**config.mk**
```make
export PLATFORM = sky130hd
export DESIGN_NAME = asi_top
export DESIGN_NICKNAME = d
export VERILOG_FILES = /design/src/logic/asi_pkg.sv /design/src/logic/asi_top.sv
export SDC_FILE = /design/constraint.sdc
export NUM_CORES = 1
export LEC_CHECK = 0
export BUFFER_PORTS_ARGS = -buffer_cell sky130_fd_sc_hd__buf_2
export CELL_PAD_IN_SITES_DETAIL_PLACEMENT = 0
export CELL_PAD_IN_SITES_GLOBAL_PLACEMENT = 1
export CORE_MARGIN = 2
export CORE_UTILIZATION = 50
export CTS_BUF_LIST = sky130_fd_sc_hd__clkbuf_16
export CTS_CLUSTER_SIZE = 25
export DETAILED_ROUTE_END_ITERATION = 8
export PLACE_DENSITY = 0.95
export RECOVER_POWER = 25
export SYNTH_ARGS = -nofsm -noshare
export SYNTH_HDL_FRONTEND = slang
export SYNTH_SLANG_ARGS = --single-unit
```
**constraint.sdc**
```tcl
create_clock -name pclk -period 5 [get_ports pclk]
set_clock_uncertainty 0.2 [all_clocks]
set_input_delay 0.25 -clock pclk [delete_from_list [all_inputs] [get_ports pclk]]
set_output_delay 0.25 -clock pclk [all_outputs]
set_load 0.02 [all_outputs]
```
**src/logic/asi_pkg.sv**
```systemverilog
package asi_pkg;
  // register byte offsets on the apb bus
  localparam logic [7:0] OFS_STATUS = 8'h00; // flag_register
  localparam logic [7:0] OFS_DATA   = 8'h04; // data_port_reg
  localparam logic [7:0] OFS_CTRL1  = 8'h08; // ctrl_reg_one
  localparam logic [7:0] OFS_CTRL2  = 8'h0C; // ctrl_reg_two
  localparam logic [7:0] OFS_BAUD   = 8'h10; // baud_sel_reg
  localparam logic [7:0] OFS_TXPRE  = 8'h14; // tx_fine_prescaler
  localparam logic [7:0] OFS_RXPRE  = 8'h18; // rx_fine_prescaler
  // ctrl_reg_one fields
  localparam int C1_RX9 = 7;
  localparam int C1_TX9 = 6;
  localparam int C1_W9  = 4;
  // ctrl_reg_two fields
  localparam int C2_TIE  = 7;
  localparam int C2_TX_DONE_IRQ_EN = 6;
  localparam int C2_RIE  = 5;
  localparam int C2_IDLE_LINE_IRQ_EN = 4;
  localparam int C2_TE   = 3;
  localparam int C2_RE   = 2;
  localparam int C2_MUTE = 1;
  localparam int C2_SBK  = 0;
  // baud_sel_reg fields: coarse [7:6], tx power [5:3], rx power [2:0]
  localparam int BD_PR = 6;
  localparam int BD_TR = 3;
  localparam int BD_RR = 0;
  // reset values
  localparam logic [7:0] CTRL_RST = 8'h00;
  // timing: 16 samples per bit, centre samples 7..9
  localparam int CLK_HZ   = 50_000_000;
  localparam int MAX_BAUD = 250_000;
  localparam logic [3:0] OVS_LAST = 4'hF;
  localparam logic [3:0] SMP_FIRST = 4'h7;
  localparam logic [3:0] SMP_LAST  = 4'h9;
  localparam logic [3:0] BITS8 = 4'hA; // start + 8 + stop
  localparam logic [3:0] BITS9 = 4'hB; // start + 9 + stop
  // status flags, bit order as read from flag_register [7:1]
  typedef struct packed {
    logic tx_buffer_empty_flag;
    logic tc;
    logic rx_full;
    logic idle;
    logic ovr;
    logic nf;
    logic fe;
  } asi_flags_s;
  localparam asi_flags_s FLAGS_RST = 7'h60; // tx_buffer_empty_flag and tc set
endpackage : asi_pkg

```
**src/logic/asi_top.sv**
```systemverilog
module asi_top (
  // clock and reset
  input  wire logic       pclk,
  input  wire logic       presetn,
  // apb slave
  input  wire logic       psel,
  input  wire logic       penable,
  input  wire logic       pwrite,
  input  wire logic [7:0] paddr,
  input  wire logic [31:0] pwdata,
  output logic [31:0]     prdata,
  output logic            pready,
  output logic            pslverr,
  // serial pins
  input  wire logic       serial_in_pin,
  output logic            serial_out_pin,
  output logic            serial_out_en,
  // cpu interrupt
  input  wire logic       cpu_irq_mask,
  output logic            irq
);
  typedef enum logic [3:0] {
    TX_OFF = 4'h1, TX_READY = 4'h2, TX_SHIFT = 4'h4, TX_SPARE = 4'h8
  } asi_tx_e;
  typedef enum logic [2:0] {
    RX_OFF = 3'h1, RX_HUNT = 3'h2, RX_BITS = 3'h4
  } asi_rx_e;
  typedef enum logic [1:0] {
    K_DATA = 2'h0, K_IDLE = 2'h1, K_BRK = 2'h2, K_MARK = 2'h3
  } asi_kind_e;

  // 16x tick divisor: fine value, else 2*coarse*2^pow
  function automatic logic [11:0] baud_div(input logic [7:0] fine,
                                           input logic [1:0] pr,
                                           input logic [2:0] pow);
    logic [11:0] c;
    c = (pr == 2'h0) ? 12'h002 : (pr == 2'h1) ? 12'h006 :
        (pr == 2'h2) ? 12'h008 : 12'h01A;
    baud_div = (fine != 8'h00) ? {4'h0, fine} : 12'(c << pow);
  endfunction : baud_div

  // majority of three samples
  function automatic logic maj3(input logic [2:0] s);
    maj3 = (s[0] & s[1]) | (s[0] & s[2]) | (s[1] & s[2]);
  endfunction : maj3

  logic [7:0]        ctrl1_q, ctrl2_q, baud_q, txpre_q, rxpre_q; // control registers
  logic              seq_armed_q;         // status was read
  asi_pkg::asi_flags_s flags_q;          // sticky status
  logic [7:0]        rx_hold_q;           // rx_holding_buf
  logic              rx9_q;               // rx_ninth_bit
  logic [7:0]        tx_hold_q;           // tx_holding_buf
  logic              tx_hold9_q;
  logic              hold_v_q;            // holding buffer full
  logic              te_prev_q, pend_idle_q, last_brk_q;
  asi_tx_e           tx_st_q;
  asi_kind_e         kind_q;
  logic [10:0]       tx_sh_q;             // frame shifter, bit 0 on the line
  logic [3:0]        tx_cnt_q, tx_bits_q;
  logic              tx_load_q, tx_done_q; // one-cycle events
  asi_rx_e           rx_st_q;
  logic [3:0]        rx_cnt_q, rx_idx_q;
  logic [2:0]        smp_q;
  logic [8:0]        rx_sh_q;
  logic              rx_noise_q;
  logic [7:0]        idle_cnt_q;
  logic              idle_arm_q;
  logic              rx_done_q, rx_fe_q, rx_nf_q, rx_idle_q;
  logic [7:0]        rx_data_q;
  logic              rx_d9_q;
  logic [1:0]        tick;                // 0 tx, 1 rx
  logic              acc, rd_st, dat_rd, dat_wr, w9, te, re, rbit;
  logic [3:0]        frame_bits;

  assign acc = psel & penable & pready;
  assign rd_st = acc & ~pwrite & (paddr == asi_pkg::OFS_STATUS);
  assign dat_rd = acc & ~pwrite & (paddr == asi_pkg::OFS_DATA);
  assign dat_wr = acc & pwrite & (paddr == asi_pkg::OFS_DATA);
  assign w9 = ctrl1_q[asi_pkg::C1_W9];
  assign te = ctrl2_q[asi_pkg::C2_TE];
  assign re = ctrl2_q[asi_pkg::C2_RE];
  assign frame_bits = w9 ? asi_pkg::BITS9 : asi_pkg::BITS8;
  assign rbit = maj3(smp_q);

  // apb: one wait state, read data and error latched with pready
  always_ff @(posedge pclk or negedge presetn)
  begin
    if (!presetn)
    begin
      pready  <= 1'b0;
      prdata  <= 32'h0000_0000;
      pslverr <= 1'b0;
    end
    else
    begin
      pready <= psel & penable & ~pready;
      if (psel & penable & ~pready)
      begin
        prdata  <= 32'h0000_0000;
        pslverr <= 1'b0;
        case (paddr)
          asi_pkg::OFS_STATUS: prdata[7:1] <= flags_q;
          asi_pkg::OFS_DATA:   prdata[7:0] <= rx_hold_q;
          asi_pkg::OFS_CTRL1:  prdata[7:0] <= {rx9_q, ctrl1_q[6:0]};
          asi_pkg::OFS_CTRL2:  prdata[7:0] <= ctrl2_q;
          asi_pkg::OFS_BAUD:   prdata[7:0] <= baud_q;
          asi_pkg::OFS_TXPRE:  prdata[7:0] <= txpre_q;
          asi_pkg::OFS_RXPRE:  prdata[7:0] <= rxpre_q;
          default:             pslverr <= 1'b1; // unmapped
        endcase
      end
    end
  end

  // software control registers
  always_ff @(posedge pclk or negedge presetn)
  begin
    if (!presetn)
    begin
      ctrl1_q <= asi_pkg::CTRL_RST;
      ctrl2_q <= asi_pkg::CTRL_RST;
      baud_q  <= asi_pkg::CTRL_RST;
      txpre_q <= asi_pkg::CTRL_RST;
      rxpre_q <= asi_pkg::CTRL_RST;
    end
    else if (acc & pwrite)
    begin
      case (paddr)
        asi_pkg::OFS_CTRL1: ctrl1_q <= pwdata[7:0];
        asi_pkg::OFS_CTRL2: ctrl2_q <= pwdata[7:0];
        // rates are not meant to move while either side runs
        asi_pkg::OFS_BAUD:  baud_q  <= pwdata[7:0];
        asi_pkg::OFS_TXPRE: txpre_q <= pwdata[7:0];
        asi_pkg::OFS_RXPRE: rxpre_q <= pwdata[7:0];
        default:            ctrl1_q <= ctrl1_q;
      endcase
    end
  end

  // two independent 16x tick dividers
  for (genvar g = 0; g < 2; g++)
  begin : g_baud
    logic [11:0] cnt_q;
    logic [11:0] div;
    assign div = (g == 0) ? baud_div(txpre_q, baud_q[asi_pkg::BD_PR +: 2],
                                     baud_q[asi_pkg::BD_TR +: 3])
                          : baud_div(rxpre_q, baud_q[asi_pkg::BD_PR +: 2],
                                     baud_q[asi_pkg::BD_RR +: 3]);
    assign tick[g] = (cnt_q == 12'h001) | (cnt_q == 12'h000);
    always_ff @(posedge pclk or negedge presetn)
    begin
      if (!presetn)
        cnt_q <= 12'h000;
      else if (tick[g])
        cnt_q <= div;
      else
        cnt_q <= cnt_q - 12'h001;
    end
  end

  // status-read then data-access sequence tracker
  always_ff @(posedge pclk or negedge presetn)
  begin
    if (!presetn)
      seq_armed_q <= 1'b0;
    else if (rd_st)
      seq_armed_q <= 1'b1;
    else if (dat_rd | dat_wr)
      seq_armed_q <= 1'b0;
  end

  // transmitter: holding buffer, frame chooser, shifter
  always_ff @(posedge pclk or negedge presetn)
  begin
    if (!presetn)
    begin
      tx_st_q     <= TX_OFF;
      kind_q      <= K_DATA;
      tx_sh_q     <= 11'h7FF;
      tx_cnt_q    <= 4'h0;
      tx_bits_q   <= 4'h0;
      hold_v_q    <= 1'b0;
      tx_hold_q   <= 8'h00;
      tx_hold9_q  <= 1'b0;
      te_prev_q   <= 1'b0;
      pend_idle_q <= 1'b0;
      last_brk_q  <= 1'b0;
      tx_load_q   <= 1'b0;
      tx_done_q   <= 1'b0;
    end
    else
    begin
      tx_load_q <= 1'b0;
      tx_done_q <= 1'b0;
      te_prev_q <= te;
      if (te & ~te_prev_q)
        pend_idle_q <= 1'b1;
      if (dat_wr)
      begin
        // always lands in the holding buffer; an idle shifter takes it next cycle
        tx_hold_q  <= pwdata[7:0];
        tx_hold9_q <= ctrl1_q[asi_pkg::C1_TX9];
        hold_v_q   <= 1'b1;
      end
      case (tx_st_q)
        TX_OFF:
        begin
          if (te)
            tx_st_q <= TX_READY;
        end
        TX_READY:
        begin
          tx_cnt_q <= 4'h0;
          tx_bits_q <= frame_bits;
          if (!te)
            tx_st_q <= TX_OFF;
          else if (pend_idle_q)
          begin
            // preamble; whatever waited in the buffer is dropped
            pend_idle_q <= 1'b0;
            hold_v_q    <= dat_wr;
            kind_q      <= K_IDLE;
            tx_sh_q     <= 11'h7FF;
            tx_st_q     <= TX_SHIFT;
          end
          else if (ctrl2_q[asi_pkg::C2_SBK])
          begin
            kind_q     <= K_BRK;
            last_brk_q <= 1'b1;
            tx_sh_q    <= 11'h000;
            tx_st_q    <= TX_SHIFT;
          end
          else if (last_brk_q)
          begin
            // single high bit after the last break frame
            last_brk_q <= 1'b0;
            kind_q     <= K_MARK;
            tx_bits_q  <= 4'h1;
            tx_sh_q    <= 11'h7FF;
            tx_st_q    <= TX_SHIFT;
          end
          else if (hold_v_q)
          begin
            hold_v_q  <= dat_wr;
            tx_load_q <= 1'b1;
            kind_q    <= K_DATA;
            tx_sh_q   <= w9 ? {1'b1, tx_hold9_q, tx_hold_q, 1'b0}
                            : {2'b11, tx_hold_q, 1'b0};
            tx_st_q   <= TX_SHIFT;
          end
        end
        TX_SHIFT:
        begin
          if (tick[0])
          begin
            tx_cnt_q <= tx_cnt_q + 4'h1;
            if (tx_cnt_q == asi_pkg::OVS_LAST)
            begin
              tx_sh_q   <= {1'b1, tx_sh_q[10:1]};
              tx_bits_q <= tx_bits_q - 4'h1;
              if (tx_bits_q == 4'h1)
              begin
                tx_done_q <= (kind_q != K_MARK);
                tx_st_q   <= TX_READY;
              end
            end
          end
        end
        default: tx_st_q <= TX_OFF;
      endcase
    end
  end

  // receiver: hunt, centre-sample, assemble, idle watch
  always_ff @(posedge pclk or negedge presetn)
  begin
    if (!presetn)
    begin
      rx_st_q    <= RX_OFF;
      rx_cnt_q   <= 4'h0;
      rx_idx_q   <= 4'h0;
      smp_q      <= 3'h7;
      rx_sh_q    <= 9'h000;
      rx_noise_q <= 1'b0;
      idle_cnt_q <= 8'h00;
      idle_arm_q <= 1'b0;
      rx_done_q  <= 1'b0;
      rx_fe_q    <= 1'b0;
      rx_nf_q    <= 1'b0;
      rx_idle_q  <= 1'b0;
      rx_data_q  <= 8'h00;
      rx_d9_q    <= 1'b0;
    end
    else
    begin
      rx_done_q <= 1'b0;
      rx_idle_q <= 1'b0;
      if (!re)
        rx_st_q <= RX_OFF;
      else
      case (rx_st_q)
        RX_OFF:
        begin
          idle_cnt_q <= 8'h00;
          idle_arm_q <= 1'b0;
          rx_st_q    <= RX_HUNT;
        end
        RX_HUNT:
        begin
          rx_cnt_q   <= 4'h0;
          rx_idx_q   <= 4'h0;
          rx_noise_q <= 1'b0;
          if (tick[1] & ~serial_in_pin)
          begin
            idle_cnt_q <= 8'h00;
            rx_cnt_q   <= 4'h1;
            rx_st_q    <= RX_BITS;
          end
          else if (tick[1] & (idle_cnt_q == {frame_bits, 4'h0}))
          begin
            // one whole frame of ones; flag once per character
            idle_cnt_q <= 8'h00;
            idle_arm_q <= 1'b0;
            rx_idle_q  <= idle_arm_q;
          end
          else if (tick[1])
            idle_cnt_q <= idle_cnt_q + 8'h01;
        end
        RX_BITS:
        begin
          if (tick[1])
          begin
            rx_cnt_q <= rx_cnt_q + 4'h1;
            if (rx_cnt_q >= asi_pkg::SMP_FIRST && rx_cnt_q <= asi_pkg::SMP_LAST)
              smp_q <= {serial_in_pin, smp_q[2:1]};
            if (rx_cnt_q == asi_pkg::OVS_LAST)
            begin
              rx_idx_q <= rx_idx_q + 4'h1;
              if ((smp_q != 3'h0) && (smp_q != 3'h7))
                rx_noise_q <= 1'b1;
              if (rx_idx_q == 4'h0 && rbit)
                rx_st_q <= RX_HUNT; // false start
              else if (rx_idx_q == frame_bits - 4'h1)
              begin
                rx_done_q  <= 1'b1;
                rx_fe_q    <= ~rbit;
                rx_nf_q    <= rx_noise_q | ((smp_q != 3'h0) && (smp_q != 3'h7));
                rx_data_q  <= w9 ? rx_sh_q[7:0] : rx_sh_q[8:1];
                rx_d9_q    <= w9 & rx_sh_q[8];
                idle_arm_q <= 1'b1;
                rx_st_q    <= RX_HUNT;
              end
              else if (rx_idx_q != 4'h0)
                rx_sh_q <= {rbit, rx_sh_q[8:1]};
            end
          end
        end
        default: rx_st_q <= RX_OFF;
      endcase
    end
  end

  // receive holding buffer; kept when overrun
  // a clearing data read in the same cycle frees it, so the new word lands
  always_ff @(posedge pclk or negedge presetn)
  begin
    if (!presetn)
    begin
      rx_hold_q <= 8'h00;
      rx9_q     <= 1'b0;
    end
    else if (rx_done_q & (~flags_q.rx_full | (dat_rd & seq_armed_q)))
    begin
      rx_hold_q <= rx_data_q;
      rx9_q     <= rx_d9_q;
    end
  end

  // sticky flags: clears first, hardware sets win
  always_ff @(posedge pclk or negedge presetn)
  begin
    if (!presetn)
      flags_q <= asi_pkg::FLAGS_RST;
    else
    begin
      if (dat_wr & seq_armed_q)
      begin
        flags_q.tx_buffer_empty_flag <= 1'b0;
        flags_q.tc   <= 1'b0;
      end
      if ((dat_rd & seq_armed_q) | ~re)
      begin
        flags_q.rx_full <= 1'b0;
        flags_q.idle    <= 1'b0;
        flags_q.ovr     <= 1'b0;
        flags_q.nf      <= 1'b0;
        flags_q.fe      <= 1'b0;
      end
      if (tx_load_q)
        flags_q.tx_buffer_empty_flag <= 1'b1;
      if (tx_done_q)
        flags_q.tc <= 1'b1;
      if (re & rx_done_q & flags_q.rx_full & ~(dat_rd & seq_armed_q))
        flags_q.ovr <= 1'b1;
      else if (re & rx_done_q)
      begin
        flags_q.rx_full <= 1'b1;
        flags_q.nf      <= rx_nf_q;
        flags_q.fe      <= rx_fe_q;
      end
      if (re & rx_idle_q)
        flags_q.idle <= 1'b1;
    end
  end

  // pin and interrupt outputs, all registered
  always_ff @(posedge pclk or negedge presetn)
  begin
    if (!presetn)
    begin
      serial_out_pin <= 1'b1;
      serial_out_en  <= 1'b0;
      irq            <= 1'b0;
    end
    else
    begin
      serial_out_en  <= (tx_st_q != TX_OFF);
      serial_out_pin <= (tx_st_q == TX_SHIFT) ? tx_sh_q[0] : 1'b1;
      irq <= ~cpu_irq_mask & (
             (flags_q.tx_buffer_empty_flag & ctrl2_q[asi_pkg::C2_TIE]) |
             (flags_q.tc & ctrl2_q[asi_pkg::C2_TX_DONE_IRQ_EN]) |
             ((flags_q.rx_full | flags_q.ovr) & ctrl2_q[asi_pkg::C2_RIE]) |
             (flags_q.idle & ctrl2_q[asi_pkg::C2_IDLE_LINE_IRQ_EN]));
    end
  end
endmodule : asi_top

```
==> reports/metrics.cfg, run 1 <==
[status]
status = complete, but fails checks
violations = capacitance limit, slew limit

[timing]
max_slew_margin_pct = -59.24
worstMarginPinSlew_ps = 2389
finalHoldViolations = 0
max_freq_ghz = 0.3150
whs_ps = 123.9
fin_ws_ps = 1826
final.min_clock_period_ps = 3174
fin_tns_setup_ps = 0
setup_viol = 0
rsz0062_at_grt = no
timing.final.crit_share_pct = 63.48
slew_viol_final = 179

[floorplanning]
dieWidth_um = 141.1
dieHeight_um = 141.1
fp.dieArea_um2 = 19920
rows = 50
initial_core_util_pct = 50.60
io-pin-count = 84
coreArea_um2 = 18580

[worst_setup_path]
timing.reg2reg.setup_slack_ps = 1830
worstSetupPathType = reg -> reg
r2r_end = rx_sh_q[8]$_DFFE_PN0P_
cp_num_buf_inv = 1
max_stage_delay_ps = 650
arrival_ps = 3300
critPathSlowestCell = nor4_1
cp-end-kind = register
critPathTopFamily = simple AND/OR/NAND/NOR gates
start_kind = register
r2r.worst_path.cells = 7
reg2reg_from = g_baud[1].cnt_q[0]$_DFF_PN0_
cp_max_fo = 10
cp.required_ps = 5130
crit_chain = inv_1, ha_1, nor2_1, or4_1, nor4_1, o31a_1, mux2_2

[placement]
dpl_worst_slack_ps = 1836
port_buffers = 35
placed_cell_area_um2 = 9635
place_congestion = 0.8618
hpwl_um = 14090

[clocking]
clock_latency_ps = 440
cts_resized = 0
cts_tree = done
cts_buffer_depth = 2
numCtsBuffers = 17
cts_sinks = 178
root_buffer = clkbuf_16
cts.htree.levels = 4
clkTransAtPathRegs_ps = 80

[power_and_ir_drop]
powerDensity_nw_per_um2 = 341.7
p_leak_nw = 4.624
vdd_drop_max_mv = 0.3255

[run]
cap_violations = 1

[grt]
grt_pass1_wl_um = 34180
overflow = 0
antenna_found_initial = 0
grt_usage_pct = 21.39
grt_max_degree = 179
grt_pass1_vias = 6873

[layout]
regArea_um2 = 4478
nets = 1018
design_area_um2 = 10370
syn_to_final_growth_pct = 10.30
multiInputGateArea_um2 = 4521
diodes = 0
drive_above_1_share_pct = 16.72
fill_cells = 1554

[logic_synthesis]
synth_ff_type = dfrtp_1
synth_edf_count = 0
asyncSetResetFlopFracSynth_pct = 100.0
yosys_warnings = 0
syn_avg_cell_area_um2 = 10.10
synthesis.area_um2 = 9402
synth-seq-cells = 178
yosys.area.top_type_share_pct = 42.32
synth.distinct_cells = 68
synth.area.top_cells = dfrtp_1 (42%), mux2_2 (9.3%), dfstp_2 (5.3%)
ys_seq_area_share_pct = 47.63
synth_top_cell_by_area = dfrtp_1
synthCells = 931

[hold_path]
hold_path.class = in -> reg
hp-start = paddr[7]
min_path_cells = 4
min_to = prdata[5]$_DFFE_PN0P_

[routing]
wl_per_cell_um = 16.94
route.detailed.vias_per_inst = 5.876
drtPass1Iterations = 5
ant_nets = 0
drt_wl_total_um = 20380
drcViolationCount = 0
initialDrtViolationCount = 457
vias = 7069

==> synthesized netlist by cell type, drive strengths merged (9+ instances only) <==
cell type    n
nand2       75
nor2        56
inv         33
buf         29
o21ai       68
nand3       29
a22o        18
nor2b       21
nor3b       12
clkbuf      40
dfrtp      159
xnor2       12
ha          15
nor3        19
or4          9
a21oi       48
nor4        10
mux2        78
mux2i       19
dfstp       19
a31oi       15
o31ai       12
and3        10
==> cells in the final DEF (no fill, tap or decap), types with 7 or more instances in the layout <==
| cell | synthesis | layout |
|---|---|---|
| dfrtp_1 | 159 | 159 |
| mux2_2 | 78 | 78 |
| nand2_1 | 75 | 75 |
| o21ai_0 | 67 | 67 |
| nor2_1 | 55 | 55 |
| a21oi_1 | 48 | 48 |
| inv_1 | 33 | 33 |
| nand3_1 | 29 | 29 |
| conb_1 | 1 | 24 |
| nor2b_1 | 21 | 21 |
| buf_2 | 3 | 21 |
| mux2i_1 | 19 | 19 |
| a22o_1 | 18 | 18 |
| dfstp_2 | 19 | 18 |
| nor3_1 | 17 | 17 |
| clkbuf_16 | 0 | 17 |
| a31oi_1 | 15 | 15 |
| ha_1 | 15 | 15 |
| dlygate4sd3_1 | 0 | 14 |
| clkbuf_1 | 39 | 13 |
| nor3b_1 | 12 | 12 |
| xnor2_1 | 12 | 12 |
| o31ai_1 | 11 | 11 |
| nor4_1 | 10 | 10 |
| and3_1 | 10 | 10 |
| or4_1 | 9 | 9 |
| or3_1 | 8 | 8 |
| xor2_1 | 8 | 8 |
| nand4_1 | 7 | 7 |
| o32ai_1 | 7 | 7 |
| a211oi_1 | 7 | 7 |
| clkinv_8 | 0 | 7 |
==> layout make-up <==
class | count | area share, %
clock buffer | 17 | 4.102
clock inverter | 15 | 1.918
tap | 234 | 2.823
timing repair buffer | 52 | 3.149
sequential | 178 | 43.18
multi-input combinational | 673 | 43.59
inverter | 34 | 1.231
==> logic make-up (layout without fill, tap and decap cells) <==
kind of cell / Yosys count / after routing / share of synthesized area, %
buffers and inverters: 103 / 118 / 5.203
and+or+nand+nor: 289 / 289 / 16.17
AOI/OAI and AO/OA: 227 / 227 / 15.62
xor gates and xnor gates: 20 / 20 / 1.863
other: 1 / 24 / 0.03989
DFF: 178 / 178 / 47.63
muxes: 97 / 97 / 11.37
adders and majority gates: 16 / 16 / 2.103
==> metrics by stage <==
step	util, %	total power (W)	std cells
global placement	51.86	0.002195	1157
floorplan	-	0.002078	954
CTS	55.97	0.003587	1203
global route	55.81	0.003740	1203
finish	55.81	0.003544	1203
detailed placement	51.86	0.002215	1157
==> flip-flops by register name, summed over array words and instances, names as in the netlist, 4 cells and up <==
name,count
rx_hold_q,8
prdata,8
g_baud.cnt_q,24
flags_q,7
rx_data_q,8
rxpre_q,8
tx_sh_q,11
baud_q,8
txpre_q,8
tx_hold_q,8
idle_cnt_q,8
rx_cnt_q,4
tx_cnt_q,4
ctrl1_q,7
ctrl2_q,8
tx_bits_q,4
rx_sh_q,9
rx_idx_q,4
==> what timing repair did <==
action / in CTS / in global routing
hold buffers: 14 / 0
endpoints found under the hold margin: 198 / 0
buffers inserted: 0 / 0
==> how the worst max path moves through the flow <==
stage | depth (start not counted) | to | from | slack [ps]
3_3_place_gp | 7 | idle_cnt_q[1]$_DFFE_PN0P_ | g_baud[1].cnt_q[0]$_DFF_PN0_ | 1830
5_1_grt | 3 | g_baud[1].cnt_q[7]$_DFF_PN0_ | presetn | 1450
3_5_place_dp | 7 | idle_cnt_q[1]$_DFFE_PN0P_ | g_baud[1].cnt_q[0]$_DFF_PN0_ | 1840
6_report | 7 | rx_sh_q[8]$_DFFE_PN0P_ | g_baud[1].cnt_q[0]$_DFF_PN0_ | 1830
4_1_cts | 7 | rx_sh_q[1]$_DFFE_PN0P_ | g_baud[1].cnt_q[0]$_DFF_PN0_ | 1830
2_1_floorplan | 9 | rx_data_q[0]$_DFFE_PN0P_ | g_baud[1].cnt_q[0]$_DFF_PN0_ | 2320
==> routing by layer <==
metal,part of all wire [%],global-route usage (%),vias up
met5,0,0,-
met4,1.2,5.684,0
met3,5.1,4.416,23
met2,49,35.16,187
met1,45,29.05,3448
li1,-,-,3411
==> worst register-to-register path: cells and delay by family (launching register included) <==
family | cells | cell delay [ps]
mux | 1 | 380
fa+ha+maj | 1 | 140
compound gates | 1 | 510
simple gates | 3 | 1330
flops | 1 | 420
buf+inv | 1 | 100
==> where the power goes <==
group / internal, W / switching [W] / total [W]
clock: 0.000688 / 0.000668 / 0.00136
combinational: 0.000189 / 0.000315 / 0.000504
sequential: 0.00158 / 0.000103 / 0.00168
Power figures use the tool's default switching activity.
==> inputs of run 2 (changes only) <==
CORE_UTILIZATION = 47   (was 50)
PLACE_DENSITY = 0.92   (was 0.95)
clock period = 3.28 ns   (was 5 ns; I/O delays follow)
==> run 2 against run 1 <==
The run still ends with capacitance limit, slew limit left. Count of clock-buffer cells in the layout is the same. Non-clock buffer count grew 15. Fmax up 4.4%. Setup slack worse by 1600 ps. Combinational power grew 60%. Sequential cell count unchanged. Sequential power up 53%. Via count increased by 0.21%. Final cell count is 3.8% higher. Die area rose by 6.2%. First-iteration DRC count shrank 9.8%. Cell area rose by 1.2%.
==> reports/metrics.cfg, run 2 (synthesis results as in run 1) <==
[timing]
setup_viol = 0
whs_ps = 34.43
slew_viol_final = 81
fin_tns_setup_ps = 0
finalHoldViolations = 0
rsz0062_at_grt = no
fin_ws_ps = 241.1
max_slew_margin_pct = -39.25
max_freq_ghz = 0.3291
timing.final.crit_share_pct = 92.65
final.min_clock_period_ps = 3039
worstMarginPinSlew_ps = 2089

[hold_path]
hold_path.class = in -> reg

[routing]
drcViolationCount = 0
route.detailed.vias_per_inst = 5.672
vias = 7084
initialDrtViolationCount = 412
drt_wl_total_um = 20920
wl_per_cell_um = 16.75
drtPass1Iterations = 5
ant_nets = 0

[worst_setup_path]
cp_max_fo = 9
worstSetupPathType = reg -> reg
cp.required_ps = 3400
cp-end-kind = register
arrival_ps = 3160
start_kind = register

[grt]
grt_usage_pct = 20.23
antenna_found_initial = 0
grt_pass1_wl_um = 34960
grt_pass1_vias = 6844
grt_max_degree = 82
overflow = 0

[power_and_ir_drop]
p_leak_nw = 4.705
vdd_drop_max_mv = 0.3824
powerDensity_nw_per_um2 = 512.4

[status]
status = complete, but fails checks
violations = capacitance limit, slew limit

[clocking]
cts_tree = done
clkTransAtPathRegs_ps = 70
cts_sinks = 178
clock_latency_ps = 430
cts.htree.levels = 4
cts_buffer_depth = 2
root_buffer = clkbuf_16
numCtsBuffers = 17

[layout]
utilization_pct = 53.76
final_common_cell = dfrtp_1
mostFrequentLayoutCells = dfrtp_1 (159), mux2_2 (78), nand2_1 (75), o21ai_0 (67), nor2_1 (55)
largest_reg_flops = 24
largestRegisters = g_baud.cnt_q x24, tx_sh_q x11, rx_sh_q x9
diodes = 0
drive_above_1_share_pct = 18.50
nets = 1033
regMostFlops = g_baud.cnt_q
syn_to_final_growth_pct = 11.66

[floorplanning]
initial_core_util_pct = 48.15
dieWidth_um = 145.4
coreArea_um2 = 19530
dieHeight_um = 145.4
rows = 51
io-pin-count = 84
fp.dieArea_um2 = 21150

[placement]
dpl_worst_slack_ps = 264.5
port_buffers = 35
hpwl_um = 14820
place_congestion = 0.8449

[run]
cap_violations = 1

[run 2: changes by cell type in the layout (fill, tap and decap cells not counted), moves of 2 or more]
cell / previous run / this run
clkbuf_1: 13 / 9
buf_4: 2 / 16
buf_2: 21 / 26
clkinv_8: 7 / 3
inv_8: 3 / 5
clkinv_4: 0 / 2
[run 2: path summary, 6_finish.rpt]
check,start,slack [ps],endpoint,depth (start not counted)
max,g_baud[1].cnt_q[0]$_DFF_PN0_,240,rx_sh_q[3]$_DFFE_PN0P_,7
min,paddr[7],30,prdata[5]$_DFFE_PN0P_,4
max in group asynchronous,presetn,910,tx_st_q[0]$_DFFE_PN1P_,3
min in group asynchronous,presetn,660,tx_hold_q[0]$_DFFE_PN0P_,2
max reg2reg,g_baud[1].cnt_q[0]$_DFF_PN0_,240,rx_sh_q[3]$_DFFE_PN0P_,7
min reg2reg,te_prev_q$_DFF_PN0_,220,pend_idle_q$_DFF_PN0_,1
[run 2: worst max-delay path: stages, from the launching register on]
cell     delay (ps)
dfrtp_1         420
inv_1           100
ha_1            150
nor2_1           60
or4_1           470
nor4_1          650
o31a_1          490
mux2_2          390
[run 2: power by group]
| group | leakage, nW | internal, W | total (W) | switching (W) |
|---|---|---|---|---|
| sequential | 2.29 | 0.00241 | 0.00257 | 0.000157 |
| clock | 0.287 | 0.00103 | 0.00201 | 0.000980 |
| combinational | 2.13 | 0.000310 | 0.000804 | 0.000494 |
| total | 4.71 | 0.00375 | 0.00538 | 0.00163 |
[run 2: layer usage]
layer | vias to the layer above | wire [um] | global-route usage, %
met5 | - | 0 | 0
met4 | 0 | 449 | 7.500
met3 | 29 | 805 | 3.480
met2 | 136 | 10030 | 33.06
met1 | 3489 | 9627 | 27.20
li1 | 3430 | - | -
[run 2: timing repair]
item                                   4_1_cts  5_1_grt
hold buffers                                14        0
resized for setup                            0        0
endpoints found under the hold margin      118        0
buffers inserted                             0        0
[run 2: area by class of cell]
class | count | area, um2
well taps | 265 | 331.6
inverters | 34 | 127.6
flip-flops and latches | 178 | 4478
multi-input cells | 673 | 4521
repair buffers | 67 | 449.2
clock buffers | 17 | 425.4
clock inverters | 15 | 165.2
fillers | 1754 | 9029
[run 2: through the flow]
step	cell area, um2	total power (W)	std cells
6_report	10500	0.005379	1249
5_1_grt	10500	0.005639	1249
4_1_cts	10520	0.005423	1249
3_5_place_dp	9787	0.003403	1203
3_3_place_gp	9787	0.003380	1203
2_1_floorplan	9488	0.003167	954
